[src/design/pgd_pkg.sv]
package pgd_pkg;

  // Register indices; byte address is four times the index
  localparam logic [6:0] IDX_CTRL  = 7'h70;
  localparam logic [6:0] IDX_IRQ   = 7'h71;
  localparam logic [6:0] IDX_LEN   = 7'h72;
  localparam logic [6:0] IDX_TAP   = 7'h73;
  localparam logic [6:0] IDX_EINS  = 7'h74;
  localparam logic [6:0] IDX_AUX   = 7'h75;
  localparam logic [6:0] IDX_GUPD  = 7'h76;
  localparam logic [6:0] IDX_PI0   = 7'h78;
  localparam logic [6:0] IDX_PI3   = 7'h7B;
  localparam logic [6:0] IDX_PD0   = 7'h7C;
  localparam logic [6:0] IDX_PD3   = 7'h7F;

  // Control fields
  localparam int         CTRL_FUNC = 6;
  localparam int         CTRL_SEL  = 4;
  localparam int         CTRL_TRANSMIT_INVERT = 3;
  localparam int         CTRL_RECEIVE_INVERT = 2;
  localparam int         CTRL_AUTO = 1;
  localparam int         CTRL_MAN  = 0;
  localparam logic [7:0] CTRL_RST  = 8'h02;
  localparam logic [7:0] CTRL_MASK = 8'hDF;

  // Enable / status fields
  localparam int IE_SYNC = 7;
  localparam int IE_BE   = 6;
  localparam int IE_UPD  = 5;
  localparam int ST_SYNC = 4;
  localparam int ST_CHG  = 3;
  localparam int ST_BE   = 2;
  localparam int ST_UPD  = 1;
  localparam int ST_OVR  = 0;

  localparam int         EINS_EVENT = 3;
  localparam int         AUX_PLE    = 0;
  localparam logic [1:0] FUNC_ERR   = 2'h2;
  localparam logic [1:0] FUNC_BITS  = 2'h3;

  // Sync criteria
  localparam int         SYNC_WIN  = 48;
  localparam logic [5:0] LOSS_ERRS = 6'h0A;
  localparam logic [5:0] LOCK_BITS = 6'h30;

  // Error rate periods in bits
  localparam logic [23:0] RATE_E2 = 24'h000064;
  localparam logic [23:0] RATE_E3 = 24'h0003E8;
  localparam logic [23:0] RATE_E4 = 24'h002710;
  localparam logic [23:0] RATE_E5 = 24'h0186A0;
  localparam logic [23:0] RATE_E6 = 24'h0F4240;
  localparam logic [23:0] RATE_E7 = 24'h989680;

  // Periodic latch time
  localparam longint CLK_HZ         = 250000000;
  localparam longint LATCH_PERIOD_S = 1;
  localparam int     LATCH_CYCLES   = int'(LATCH_PERIOD_S * CLK_HZ);

  localparam logic [1:0] RESP_OKAY   = 2'h0;
  localparam logic [1:0] RESP_DECERR = 2'h3;

  typedef enum logic [1:0] {
    SYNC_SEARCH = 2'b00,
    SYNC_VERIFY = 2'b01,
    SYNC_LOCKED = 2'b10,
    SYNC_HALTED = 2'b11
  } pgd_sync_type;

endpackage : pgd_pkg

[src/design/pgd_top.sv]
// The AXI4-Lite register port was chosen for this implementation.
`timescale 1ns/1ps
`default_nettype none

module pgd_top
  import pgd_pkg::*;
#(
  parameter int ADDR_W       = 12,
  parameter int LATCH_PERIOD = LATCH_CYCLES
) (
  input  wire logic              aclk,
  input  wire logic              aresetn,
  input  wire logic [ADDR_W-1:0] s_axi_awaddr,
  input  wire logic              s_axi_awvalid,
  output logic                   s_axi_awready,
  input  wire logic [31:0]       s_axi_wdata,
  input  wire logic [3:0]        s_axi_wstrb,
  input  wire logic              s_axi_wvalid,
  output logic                   s_axi_wready,
  output logic [1:0]             s_axi_bresp,
  output logic                   s_axi_bvalid,
  input  wire logic              s_axi_bready,
  input  wire logic [ADDR_W-1:0] s_axi_araddr,
  input  wire logic              s_axi_arvalid,
  output logic                   s_axi_arready,
  output logic [31:0]            s_axi_rdata,
  output logic [1:0]             s_axi_rresp,
  output logic                   s_axi_rvalid,
  input  wire logic              s_axi_rready,
  input  wire logic              tx_bit_en,
  output logic                   tx_bit,
  input  wire logic              rx_bit_en,
  input  wire logic              rx_bit,
  output logic                   irq_n
);

  ////////////////////////////////////////////////////////////////////////////
  // Register state

  logic [7:0]        ctrl_q;
  logic [2:0]        ien_q;
  logic [4:0]        len_q;
  logic [4:0]        tap_q;
  logic [3:0]        eins_q;
  logic              ple_q;
  logic [31:0]       pi_q;
  logic [31:0]       pd_q;
  logic              chg_flag_q;
  logic              be_flag_q;
  logic              upd_flag_q;
  logic              ovr_flag_q;
  logic              sync_ok;
  logic              aw_got_q;
  logic              w_got_q;
  logic [ADDR_W-1:0] awaddr_q;
  logic [7:0]        wbyte_q;
  logic              wlane_q;
  logic              bvalid_q;
  logic [1:0]        bresp_q;
  logic              rvalid_q;
  logic [31:0]       rdata_q;
  logic [1:0]        rresp_q;

  logic       do_write;
  logic       rd_take;
  logic [6:0] widx;
  logic [6:0] ridx;
  logic       whit;
  logic       rhit;
  logic       wr_en;
  logic       rd_status;
  logic [7:0] rbyte;

  // Index of a byte address, plus a legality check
  function automatic logic idx_ok(input logic [ADDR_W-1:0] a);
    logic [6:0] i;
    i = a[8:2];
    idx_ok = (a >> 9) == '0 && i >= IDX_CTRL && i != 7'h77;
  endfunction : idx_ok

  ////////////////////////////////////////////////////////////////////////////
  // AXI4-Lite slave

  // Address and data are caught separately, in either order
  assign s_axi_awready = ~aw_got_q;
  assign s_axi_wready  = ~w_got_q;
  assign do_write      = aw_got_q & w_got_q & ~bvalid_q;
  assign widx          = awaddr_q[8:2];
  assign whit          = idx_ok(awaddr_q);
  assign wr_en         = do_write & whit & wlane_q;
  assign s_axi_bvalid  = bvalid_q;
  assign s_axi_bresp   = bresp_q;

  always_ff @(posedge aclk) begin
    if (!aresetn) begin
      aw_got_q <= 1'b0;
      w_got_q  <= 1'b0;
      awaddr_q <= '0;
      wbyte_q  <= 8'h00;
      wlane_q  <= 1'b0;
      bvalid_q <= 1'b0;
      bresp_q  <= RESP_OKAY;
    end else begin
      if (s_axi_awvalid && !aw_got_q) begin
        aw_got_q <= 1'b1;
        awaddr_q <= s_axi_awaddr;
      end
      if (s_axi_wvalid && !w_got_q) begin
        w_got_q <= 1'b1;
        wbyte_q <= s_axi_wdata[7:0];
        wlane_q <= s_axi_wstrb[0];
      end
      if (do_write) begin
        aw_got_q <= 1'b0;
        w_got_q  <= 1'b0;
        bvalid_q <= 1'b1;
        bresp_q  <= whit ? RESP_OKAY : RESP_DECERR;
      end else if (s_axi_bready) begin
        bvalid_q <= 1'b0;
      end
    end
  end

  // Read answers one cycle after the address is taken
  assign s_axi_arready = ~rvalid_q;
  assign rd_take       = s_axi_arvalid & ~rvalid_q;
  assign ridx          = s_axi_araddr[8:2];
  assign rhit          = idx_ok(s_axi_araddr);
  assign rd_status     = rd_take & rhit & (ridx == IDX_IRQ);
  assign s_axi_rvalid  = rvalid_q;
  assign s_axi_rdata   = rdata_q;
  assign s_axi_rresp   = rresp_q;

  always_comb begin
    rbyte = 8'h00;
    case (ridx)
      IDX_CTRL: rbyte = ctrl_q;
      IDX_IRQ:  rbyte = {ien_q, sync_ok, chg_flag_q, be_flag_q,
                         upd_flag_q, ovr_flag_q};
      IDX_LEN:  rbyte = {3'h0, len_q};
      IDX_TAP:  rbyte = {3'h0, tap_q};
      IDX_EINS: rbyte = {4'h0, eins_q};
      IDX_AUX:  rbyte = {7'h00, ple_q};
      default: begin
        if (ridx >= IDX_PI0 && ridx <= IDX_PI3) begin
          rbyte = pi_q[8*ridx[1:0] +: 8];
        end else if (ridx >= IDX_PD0) begin
          rbyte = pd_q[8*ridx[1:0] +: 8];
        end
      end
    endcase
  end

  always_ff @(posedge aclk) begin
    if (!aresetn) begin
      rvalid_q <= 1'b0;
      rdata_q  <= 32'h00000000;
      rresp_q  <= RESP_OKAY;
    end else if (rd_take) begin
      rvalid_q <= 1'b1;
      rdata_q  <= rhit ? {24'h000000, rbyte} : 32'h00000000;
      rresp_q  <= rhit ? RESP_OKAY : RESP_DECERR;
    end else if (s_axi_rready) begin
      rvalid_q <= 1'b0;
    end
  end

  ////////////////////////////////////////////////////////////////////////////
  // Configuration registers

  always_ff @(posedge aclk) begin
    if (!aresetn) begin
      ctrl_q <= CTRL_RST;
      ien_q  <= 3'h0;
      len_q  <= 5'h00;
      tap_q  <= 5'h00;
      eins_q <= 4'h0;
      ple_q  <= 1'b0;
    end else if (wr_en) begin
      case (widx)
        IDX_CTRL: ctrl_q <= wbyte_q & CTRL_MASK;
        IDX_IRQ:  ien_q  <= wbyte_q[IE_SYNC:IE_UPD];
        IDX_LEN:  len_q  <= wbyte_q[4:0];
        IDX_TAP:  tap_q  <= wbyte_q[4:0];
        IDX_EINS: eins_q <= wbyte_q[3:0];
        IDX_AUX:  ple_q  <= wbyte_q[AUX_PLE];
        default: ;
      endcase
    end
  end

  // One insert byte per entry
  genvar gi;
  generate
    for (gi = 0; gi < 4; gi++) begin : g_pi
      always_ff @(posedge aclk) begin
        if (!aresetn) begin
          pi_q[8*gi +: 8] <= 8'h00;
        end else if (wr_en && widx == IDX_PI0 + 7'(gi)) begin
          pi_q[8*gi +: 8] <= wbyte_q;
        end
      end
    end
  endgenerate

  ////////////////////////////////////////////////////////////////////////////
  // Generator and error insertion

  logic        repetitive;
  logic        gen_bit;
  logic        gen_load;
  logic        ev_prev_q;
  logic        single_pend_q;
  logic [23:0] rate_cnt_q;
  logic [23:0] rate_period;
  logic        rate_hit;

  assign repetitive = ctrl_q[CTRL_SEL];
  // Top insert byte commits the seed or pattern
  assign gen_load   = wr_en & (widx == IDX_PI3);

  pgd_seq_engine u_gen (
    .aclk       (aclk),
    .aresetn    (aresetn),
    .load       (gen_load),
    .seed       (pi_q),
    .step       (tx_bit_en),
    .force_en   (1'b0),
    .force_bit  (1'b0),
    .len        (len_q),
    .tap        (tap_q),
    .repetitive (repetitive),
    .next_bit   (gen_bit)
  );

  // Rate table; lowest codes insert nothing
  always_comb begin
    rate_period = '0;
    case (eins_q[2:0])
      3'h2:    rate_period = RATE_E2;
      3'h3:    rate_period = RATE_E3;
      3'h4:    rate_period = RATE_E4;
      3'h5:    rate_period = RATE_E5;
      3'h6:    rate_period = RATE_E6;
      3'h7:    rate_period = RATE_E7;
      default: rate_period = '0;
    endcase
  end

  assign rate_hit = rate_period != '0 && rate_cnt_q >= rate_period - 24'h1;

  always_ff @(posedge aclk) begin
    if (!aresetn) begin
      rate_cnt_q <= '0;
    end else if (rate_period == '0) begin
      rate_cnt_q <= '0;
    end else if (tx_bit_en) begin
      rate_cnt_q <= rate_hit ? '0 : rate_cnt_q + 24'h1;
    end
  end

  // Single error pends until the next transmitted bit
  always_ff @(posedge aclk) begin
    if (!aresetn) begin
      ev_prev_q     <= 1'b0;
      single_pend_q <= 1'b0;
    end else begin
      ev_prev_q <= eins_q[EINS_EVENT];
      if (eins_q[EINS_EVENT] && !ev_prev_q) begin
        single_pend_q <= 1'b1;
      end else if (tx_bit_en) begin
        single_pend_q <= 1'b0;
      end
    end
  end

  always_ff @(posedge aclk) begin
    if (!aresetn) begin
      tx_bit <= 1'b0;
    end else if (tx_bit_en) begin
      tx_bit <= gen_bit ^ ctrl_q[CTRL_TRANSMIT_INVERT]
                ^ single_pend_q ^ rate_hit;
    end
  end

  ////////////////////////////////////////////////////////////////////////////
  // Detector

  pgd_sync_type state_q;
  logic         rx_d;
  logic         det_bit;
  logic         searching;
  logic         checking;
  logic         bit_err;
  logic         man_prev_q;
  logic         resync;
  logic [4:0]   fill_q;
  logic [5:0]   clean_q;
  logic [SYNC_WIN-1:0] hist_q;
  logic [5:0]   win_q;
  logic [5:0]   win_d;
  logic         loss;

  assign rx_d      = rx_bit ^ ctrl_q[CTRL_RECEIVE_INVERT];
  assign searching = state_q == SYNC_SEARCH;
  assign checking  = state_q == SYNC_VERIFY || state_q == SYNC_LOCKED;
  assign sync_ok   = state_q == SYNC_LOCKED;

  // Reference runs the same settings; fed raw bits while searching
  pgd_seq_engine u_ref (
    .aclk       (aclk),
    .aresetn    (aresetn),
    .load       (1'b0),
    .seed       (32'h00000000),
    .step       (rx_bit_en),
    .force_en   (searching),
    .force_bit  (rx_d),
    .len        (len_q),
    .tap        (tap_q),
    .repetitive (repetitive),
    .next_bit   (det_bit)
  );

  assign bit_err = rx_bit_en & checking & (rx_d != det_bit);

  // Sliding window of error marks while locked
  assign win_d = win_q + {5'h00, bit_err} - {5'h00, hist_q[SYNC_WIN-1]};
  assign loss  = rx_bit_en & sync_ok & (win_d >= LOSS_ERRS);

  always_ff @(posedge aclk) begin
    if (!aresetn || !sync_ok) begin
      hist_q <= '0;
      win_q  <= '0;
    end else if (rx_bit_en) begin
      hist_q <= {hist_q[SYNC_WIN-2:0], bit_err};
      win_q  <= win_d;
    end
  end

  // Only a rising edge of the manual bit restarts
  assign resync = ctrl_q[CTRL_MAN] & ~man_prev_q;

  always_ff @(posedge aclk) begin
    if (!aresetn) begin
      man_prev_q <= 1'b0;
    end else begin
      man_prev_q <= ctrl_q[CTRL_MAN];
    end
  end

  // Acquisition: fill the reference, then demand clean bits
  always_ff @(posedge aclk) begin
    if (!aresetn) begin
      state_q <= SYNC_SEARCH;
      fill_q  <= 5'h00;
      clean_q <= 6'h00;
    end else if (resync) begin
      state_q <= SYNC_SEARCH;
      fill_q  <= 5'h00;
      clean_q <= 6'h00;
    end else if (rx_bit_en) begin
      case (state_q)
        SYNC_SEARCH: begin
          fill_q <= fill_q + 5'h01;
          if (fill_q == len_q) begin
            state_q <= SYNC_VERIFY;
            fill_q  <= 5'h00;
            clean_q <= 6'h00;
          end
        end
        SYNC_VERIFY: begin
          if (bit_err) begin
            state_q <= SYNC_SEARCH;
          end else if (clean_q == LOCK_BITS - 6'h01) begin
            state_q <= SYNC_LOCKED;
          end else begin
            clean_q <= clean_q + 6'h01;
          end
        end
        SYNC_LOCKED: begin
          if (loss) begin
            // Without auto search, sits out of sync until manual
            state_q <= ctrl_q[CTRL_AUTO] ? SYNC_SEARCH
                                         : SYNC_HALTED;
          end
        end
        SYNC_HALTED: state_q <= SYNC_HALTED;
        default:     state_q <= SYNC_SEARCH;
      endcase
    end
  end

  ////////////////////////////////////////////////////////////////////////////
  // Accumulators and detector registers

  logic [31:0] rx_shift_q;
  logic [31:0] err_acc_q;
  logic [31:0] bit_acc_q;
  logic [31:0] sec_cnt_q;
  logic        sec_tick;
  logic        latch;
  logic        err_cnt;
  logic        pd_write;

  assign err_cnt  = bit_err & sync_ok;
  assign sec_tick = sec_cnt_q == 32'(LATCH_PERIOD - 1);
  assign pd_write = do_write & whit
                  & (widx >= IDX_PD0 || widx == IDX_GUPD);
  assign latch    = (sec_tick & ple_q) | pd_write;

  always_ff @(posedge aclk) begin
    if (!aresetn || sec_tick) begin
      sec_cnt_q <= '0;
    end else begin
      sec_cnt_q <= sec_cnt_q + 32'h1;
    end
  end

  // Counts restart at each latch, keeping the current bit
  always_ff @(posedge aclk) begin
    if (!aresetn) begin
      rx_shift_q <= '0;
      err_acc_q  <= '0;
      bit_acc_q  <= '0;
    end else begin
      if (rx_bit_en) begin
        rx_shift_q <= {rx_shift_q[30:0], rx_d};
      end
      err_acc_q <= (latch ? '0 : err_acc_q) + {31'h0, err_cnt};
      bit_acc_q <= (latch ? '0 : bit_acc_q) + {31'h0, rx_bit_en};
    end
  end

  always_ff @(posedge aclk) begin
    if (!aresetn) begin
      pd_q <= '0;
    end else if (latch) begin
      case (ctrl_q[CTRL_FUNC +: 2])
        FUNC_ERR:  pd_q <= err_acc_q;
        FUNC_BITS: pd_q <= bit_acc_q;
        default:   pd_q <= rx_shift_q;
      endcase
    end
  end

  ////////////////////////////////////////////////////////////////////////////
  // Event flags and interrupt; a set wins over a read clear

  logic sync_prev_q;

  always_ff @(posedge aclk) begin
    if (!aresetn) begin
      sync_prev_q <= 1'b0;
      chg_flag_q  <= 1'b0;
      be_flag_q   <= 1'b0;
      upd_flag_q  <= 1'b0;
      ovr_flag_q  <= 1'b0;
    end else begin
      sync_prev_q <= sync_ok;
      chg_flag_q  <= (sync_ok != sync_prev_q)
                   | (chg_flag_q & ~rd_status);
      be_flag_q   <= err_cnt | (be_flag_q & ~rd_status);
      upd_flag_q  <= latch | (upd_flag_q & ~rd_status);
      ovr_flag_q  <= (latch & upd_flag_q)
                   | (ovr_flag_q & ~rd_status);
    end
  end

  // Active-low output from enabled flags
  always_ff @(posedge aclk) begin
    if (!aresetn) begin
      irq_n <= 1'b1;
    end else begin
      irq_n <= ~((ien_q[2] & chg_flag_q)
               | (ien_q[1] & be_flag_q)
               | (ien_q[0] & upd_flag_q));
    end
  end

endmodule : pgd_top

`default_nettype wire

[src/design/pgd_seq_engine.sv]
`timescale 1ns/1ps
`default_nettype none

module pgd_seq_engine (
  input  wire logic        aclk,
  input  wire logic        aresetn,
  input  wire logic        load,
  input  wire logic [31:0] seed,
  input  wire logic        step,
  input  wire logic        force_en,
  input  wire logic        force_bit,
  input  wire logic [4:0]  len,
  input  wire logic [4:0]  tap,
  input  wire logic        repetitive,
  output logic             next_bit
);

  logic [31:0] state_q;

  // Oldest bit sits at index len; higher bits are ignored unless tap is above len and repetitive is low
  assign next_bit = repetitive ? state_q[len]
                               : state_q[len] ^ state_q[tap];

  // Shift in own sequence, or forced bits while force_en is set
  always_ff @(posedge aclk) begin
    if (!aresetn) begin
      state_q <= 32'h00000000;
    end else if (load) begin
      state_q <= seed;
    end else if (step) begin
      state_q <= {state_q[30:0], force_en ? force_bit : next_bit};
    end
  end

endmodule : pgd_seq_engine

`default_nettype wire

[config.mk]
export PLATFORM = sky130hd
export DESIGN_NAME = pgd_top
export DESIGN_NICKNAME = d
export VERILOG_FILES = /design/src/design/pgd_pkg.sv /design/src/design/pgd_top.sv /design/src/design/pgd_seq_engine.sv
export SDC_FILE = /design/constraint.sdc
export NUM_CORES = 1
export LEC_CHECK = 0
export BUFFER_PORTS_ARGS = -buffer_cell sky130_fd_sc_hd__buf_2
export CAP_MARGIN = 20
export CORE_MARGIN = 2
export CORE_UTILIZATION = 46
export CTS_BUF_LIST = sky130_fd_sc_hd__clkbuf_2
export CTS_CLUSTER_SIZE = 8
export DETAILED_ROUTE_END_ITERATION = 6
export GPL_ROUTABILITY_DRIVEN = 0
export HOLD_SLACK_MARGIN = 0.05
export PLACE_DENSITY_LB_ADDON = 0.1
export SYNTH_ARGS = -nofsm -noshare
export SYNTH_HDL_FRONTEND = slang
export SYNTH_SLANG_ARGS = --single-unit
[constraint.sdc]
create_clock -name aclk -period 4.8 [get_ports aclk]
set_input_delay 0.96 -clock aclk [delete_from_list [all_inputs] [get_ports aclk]]
set_output_delay 0.96 -clock aclk [all_outputs]
set_load 0.02 [all_outputs]
==> impl_metrics.py, run 1 <==
metrics = {
    "clocking": {
        "clock_latency_ns": 1.07,
        "cts_tree": "done",
        "clk_pin_slew_ns": 0.09,
        "clock_path_buffers": 3,
        "htreeDepth": 3,
        "cts_setup_buffers": 0,
        "root_buffer": "clkbuf_2",
        "numCtsBuffers": 110,
        "cts.sinks": 415,
    },
    "yosys": {
        "synth_mux_area_frac": 0.180,
        "synth_top_family_by_area": "simple AND/OR/NAND/NOR gates",
        "synth_top_area_cell": "dfxtp_1",
        "ys_types": 75,
        "postSynthCellCount": 2172,
        "async_flop_share": 0,
        "yosys.area_share.simple": 0.199,
        "synth_area_leaders": "dfxtp_1 (41%), mux2i_1 (12%), mux4_2 (5.5%), nor2b_1 (5.0%), nor2_1 (4.2%)",
        "synth_compound_gate_area_share": 0.0912,
        "yosys.area.top_type_share": 0.406,
        "yosysWarnings": 0,
        "ys.flop_type": "dfxtp_1",
        "synth-adder-area-share": 0.0291,
        "synth-seq-cells": 415,
        "synth_area_per_cell_sq_um": 9.43,
        "synth-xor-area-share": 0.0530,
        "ys_seq_area_frac": 0.406,
        "synth_edf_count": 0,
        "syn_area_sq_mm": 0.0205,
    },
    "layout": {
        "finalNonFillerCells": 2913,
        "nets": 2369,
        "postLayoutCellArea_sq_mm": 0.0222,
        "syn_to_final_growth_pct": 8.39,
        "drive_gt1_frac": 0.143,
    },
    "critical_path": {
        "crit_required_ns": 5.76,
        "start_kind": "flip-flop",
        "crit_type": "reg -> reg",
        "cp.arrival_ns": 5.36,
        "critPathMaxFanout": 17,
        "end_kind": "flip-flop",
        "rrSetupSlack_ns": 0.40,
    },
    "timing": {
        "relSlewSlack": 0.320,
        "period_share": 0.916,
        "setup_ws_ns": 0.403,
        "slew_viol_final": 0,
        "hold_viol": 0,
        "tightest_slew_ns": 1.02,
        "timing.fmax_mhz": 227,
        "final-setup-viol-count": 0,
        "finalSetupTns_ns": 0,
        "rsz0062_at_grt": "false",
        "fin_crit_ns": 4.40,
        "skew_ns": 0.0764,
    },
    "drt": {
        "drc": 0,
        "wl_per_cell_microns": 16.4,
        "drt-vias-per-instance": 5.30,
        "initialDrtViolationCount": 919,
        "antenna_left": 0,
        "via_count": 15438,
        "totalWireLength_mm": 47.9,
        "first_pass_iters": 5,
    },
    "worst_hold_path": {
        "hold_class": "in -> reg",
    },
    "global_route": {
        "met1_usage": 0.268,
        "grt-ovfl-total": 0,
        "antenna_found_initial": 3,
        "track_usage": 0.207,
        "grt_use_met2": 0.344,
        "grt_pass1_wl_mm": 78.0,
        "grt_max_degree": 134,
        "use_met3": 0.0449,
        "grt_busiest_layer": "met2",
        "grt_pass1_vias": 15182,
    },
    "placed_design": {
        "dp.cells": 2722,
        "port_buffers": 57,
        "hpwl_mm": 32.5,
        "dpl_cell_area_sq_mm": 0.0212,
        "place_ws_ns": 0.340,
    },
    "floorplan": {
        "start_util": 0.464,
        "ios": 113,
        "die_h_microns": 215,
        "core_sq_mm": 0.0441,
        "die_w_microns": 215,
        "die_area_sq_mm": 0.0462,
        "rows": 77,
    },
    "outcome": {
        "status": "complete, no violations",
    },
    "power_and_ir_drop": {
        "power.leakage_nw": 8.91,
        "power_mw": 6.17,
        "vdd_drop_max_v": 0.000161,
        "p_per_area_mw_per_mm2": 278,
    },
    "run": {
        "drv_cap": 0,
    },
}
[flip-flops by register name (all words and copies together), names as in the netlist, 10 cells and up]
name,count
awaddr_q,10
bit_acc_q,32
err_acc_q,32
hist_q,48
pd_q,32
pi_q,32
rate_cnt_q,24
rx_shift_q,32
sec_cnt_q,32
u_gen.state_q,32
u_ref.state_q,32
[what timing repair did]
action                                  4_1_cts  5_1_grt
endpoints found under the setup margin        0        2
gates resized for setup                       0        1
endpoints found under the hold margin         8        0
hold buffers                                  8        0
[cell usage after synthesis, types with 16 or more instances]
cell type,number
dfxtp_1,415
mux2i_1,248
nor2_1,230
nand2_1,210
nor2b_1,163
clkbuf_1,97
xor2_1,84
a21oi_1,74
mux4_2,50
nand3_1,49
ha_1,46
inv_1,39
a21boi_0,37
xnor2_1,37
a211oi_1,34
o211a_1,34
o21ai_0,29
and3_1,28
buf_4,27
and2_1,25
nand4_1,24
nor3_1,18
a22oi_1,16
or3_1,16
[cell type report]
cell class,count,area [sq um]
repair buffers,100,664
diodes,4,10.0
flip-flops and latches,415,8310
multi-input cells,1585,11400
fillers,4302,21900
clock inverters,19,103
inverters,40,150
clock buffers,158,791
well taps,592,741
[kinds of logic after synthesis]
family	Yosys count
and+or+nand+nor	819
DFF	415
muxes	303
AOI/OAI and AO/OA	270
buffers and inverters	195
xor gates and xnor gates	122
adders and majority gates	47
other	1
[where the power goes]
part	leakage, nW	total [mW]	switching, mW	internal [mW]
Clock	0.705	2.34	1.42	0.916
Sequential	3.35	3.50	0.0359	3.46
Combinational	4.85	0.339	0.207	0.132
[path summary, 6_finish.rpt]
check / cells after the start / endpoint / startpoint
min reg2reg: 2 / hist_q[32]$_SDFFE_PP0P_ / hist_q[31]$_SDFFE_PP0P_
max reg2reg: 18 / state_q[0]$_SDFFE_PP0P_ / len_q[0]$_SDFFE_PN0P_
min: 3 / awaddr_q[2]$_SDFFE_PN0P_ / s_axi_awaddr[2]
max: 18 / state_q[0]$_SDFFE_PP0P_ / len_q[0]$_SDFFE_PN0P_
[layer usage]
layer  part of all wire  vias to the layer above
li1                   -                     7713
met2               0.47                      320
met4              0.020                        2
met5            0.00015                        -
met1               0.46                     7322
met3              0.047                       81
[placed cells by master, fill, tap and decap left out, types with 8 or more instances in the layout]
cell type / count
clkbuf_2: 158
mux2i_1: 248
inv_1: 39
and3_1: 28
dfxtp_1: 413
dlygate4sd3_1: 8
buf_2: 55
nor2b_1: 163
mux4_2: 50
a21oi_1: 74
o211a_1: 34
nor2_1: 229
nand2_1: 208
and2_1: 25
and4_1: 9
nand2b_1: 9
or3_1: 16
conb_1: 24
a211oi_1: 34
nor3_1: 18
a22oi_1: 16
o21ai_0: 29
ha_1: 46
nand3_1: 49
xor2_1: 84
xnor2_1: 37
buf_4: 31
nand4_1: 24
clkinv_1: 14
a21boi_0: 37
[through the flow]
stage / hold WS [ns] / util
2_1_floorplan: 0.438 / -
3_3_place_gp: 0.456 / 0.480
3_5_place_dp: 0.465 / 0.480
4_1_cts: 0.0550 / 0.502
5_1_grt: 0.0491 / 0.503
6_report: 0.190 / 0.503
[critical path, cell delays in order, from the launching register on]
cell,delay (ns)
dfxtp_1,0.40
buf_4,0.32
nor2b_1,0.28
a22oi_1,0.12
and3_1,0.21
nor4_4,0.35
xor3_2,0.46
nand3_2,0.16
inv_2,0.09
ha_1,0.22
fa_1,0.42
a21oi_1,0.16
nor2_1,0.05
nor2_1,0.11
xnor2_1,0.09
a211o_1,0.23
o211ai_1,0.32
nor4b_1,0.10
nor3b_1,0.25
(Power assumes the default switching activity.)
==> run 2, diff against run 1 <==
--- a/config.mk
+++ b/config.mk
@@ -8,7 +8,7 @@
 export BUFFER_PORTS_ARGS = -buffer_cell sky130_fd_sc_hd__buf_2
 export CAP_MARGIN = 20
 export CORE_MARGIN = 2
-export CORE_UTILIZATION = 46
+export CORE_UTILIZATION = 31
 export CTS_BUF_LIST = sky130_fd_sc_hd__clkbuf_2
 export CTS_CLUSTER_SIZE = 8
 export DETAILED_ROUTE_END_ITERATION = 6
==> run 2 against run 1 <==
Effect of this change: final area rose by 2.8%; combinational power rose by 4%; non-clock buffer count rose by 20; sequential power barely moved; critical path type unchanged; largest cell class unchanged.
==> impl_metrics.py, run 2 (synthesis results as in run 1) <==
metrics = {
    "critical_path": {
        "crit_required_ns": 5.82,
        "cp.arrival_ns": 5.49,
        "end_kind": "flip-flop",
        "crit_type": "reg -> reg",
        "start_kind": "flip-flop",
        "critPathMaxFanout": 7,
    },
    "clocking": {
        "root_buffer": "clkbuf_2",
        "cts.sinks": 415,
        "clock_path_buffers": 3,
        "numCtsBuffers": 115,
        "clock_latency_ns": 1.18,
        "clk_pin_slew_ns": 0.09,
        "cts_tree": "done",
        "htreeDepth": 3,
    },
    "global_route": {
        "grt_pass1_wl_mm": 84.8,
        "track_usage": 0.156,
        "grt_max_degree": 88,
        "grt-ovfl-total": 0,
        "antenna_found_initial": 3,
        "grt_pass1_vias": 15366,
    },
    "layout": {
        "layout_commonest_cell": "dfxtp_1",
        "drive_gt1_frac": 0.150,
        "largest_reg_flops": 48,
        "syn_to_final_growth_pct": 11.5,
        "largest-register": "hist_q",
        "nets": 2394,
        "final_cell_mix": "dfxtp_1 (413), mux2i_1 (248), nor2_1 (229)",
        "postLayoutCoreUtil": 0.348,
    },
    "drt": {
        "drc": 0,
        "wl_per_cell_microns": 16.4,
        "initialDrtViolationCount": 693,
        "antenna_left": 0,
        "first_pass_iters": 4,
        "via_count": 15497,
        "totalWireLength_mm": 52.9,
        "drt-vias-per-instance": 4.80,
    },
    "timing": {
        "period_share": 0.932,
        "timing.fmax_mhz": 224,
        "hold_viol": 0,
        "final-setup-viol-count": 0,
        "whs_ns": 0.291,
        "skew_ns": 0.101,
        "fin_crit_ns": 4.47,
        "relSlewSlack": 0.299,
        "tightest_slew_ns": 1.05,
        "slew_viol_final": 0,
        "setup_ws_ns": 0.326,
    },
    "power_and_ir_drop": {
        "p_per_area_mw_per_mm2": 278,
        "vdd_drop_max_v": 0.000144,
        "power_mw": 6.36,
        "power.leakage_nw": 9.07,
    },
    "placed_design": {
        "hpwl_mm": 36.2,
        "place_ws_ns": 0.307,
        "port_buffers": 57,
    },
    "floorplan": {
        "die_h_microns": 261,
        "die_area_sq_mm": 0.0682,
        "rows": 94,
        "core_sq_mm": 0.0656,
        "start_util": 0.312,
        "die_w_microns": 261,
        "ios": 113,
    },
    "run": {
        "drv_cap": 0,
    },
    "outcome": {
        "status": "complete, no violations",
    },
    "worst_hold_path": {
        "hold_class": "in -> reg",
    },
}
## run 2: cell types whose count changed in the layout (fill, tap and decap cells not counted), moves of 3 or more
cell	previous run	this run
buf_4	31	35
clkbuf_2	158	174
clkinv_1	14	20
dlygate4sd3_1	8	24
inv_6	0	3
## run 2: critical path, cell delays in order, from the launching register on
cell and delay, ns:
dfxtp_1 0.57, mux4_2 0.56, mux2i_1 0.22, a221o_1 0.17, a21oi_1 0.07, xor3_2 0.48
nand3_2 0.10, nor2_1 0.17, ha_1 0.31, ha_1 0.28, nand3_1 0.28, nor3b_1 0.33
nand4_1 0.28, or3_1 0.39, a21oi_1 0.15
## run 2: timing repair
item / in CTS / in global routing
buffers inserted: 0 / 1
endpoints found under the setup margin: 0 / 2
hold buffers: 24 / 0
resized for setup: 0 / 1
endpoints found under the hold margin: 23 / 0
## run 2: report_power, final
part / switching (mW) / internal [mW] / leakage [nW]
registers: 0.0376 / 3.46 / 3.35
logic: 0.211 / 0.141 / 4.94
clock network: 1.54 / 0.968 / 0.780
## run 2: path summary, 6_finish.rpt
kind                                                start                   endpoint  slack [ns]  cells past startpoint
worst max register to register      tap_q[0]$_SDFFE_PN0P_   err_acc_q[28]$_SDFF_PN0_        0.33                     14
worst max-delay path                tap_q[0]$_SDFFE_PN0P_   err_acc_q[28]$_SDFF_PN0_        0.33                     14
worst min register to register  awaddr_q[11]$_SDFFE_PN0P_  awaddr_q[11]$_SDFFE_PN0P_        0.48                      2
worst min-delay path                            rx_bit_en    hist_q[34]$_SDFFE_PP0P_        0.29                      3
## run 2: final cells by class
type                       count  area (sq um)
clock buffer                 173           866
inverter                      40           150
fill                        6866         42800
clock inverter                29           134
antenna                        5          12.5
tap                          864          1080
timing repair buffer         120           850
sequential                   415          8310
multi-input combinational   1585         11400
## run 2: routing by layer
layer | vias up | wire length (microns) | track usage
li1 | 7804 | - | -
met1 | 7344 | 24900 | 0.203
met2 | 248 | 24500 | 0.253
met3 | 99 | 1980 | 0.0344
met4 | 2 | 1470 | 0.0612
met5 | - | 14 | 0
## run 2: stage by stage
step	cells	instance area (sq um)	setup TNS [ns]
after detailed placement	2998	21600	0
final	3231	22800	0
after global routing	3231	22800	-0.000427
after floorplan	2195	20600	0
after CTS	3224	22800	0
after global placement	2996	21500	0
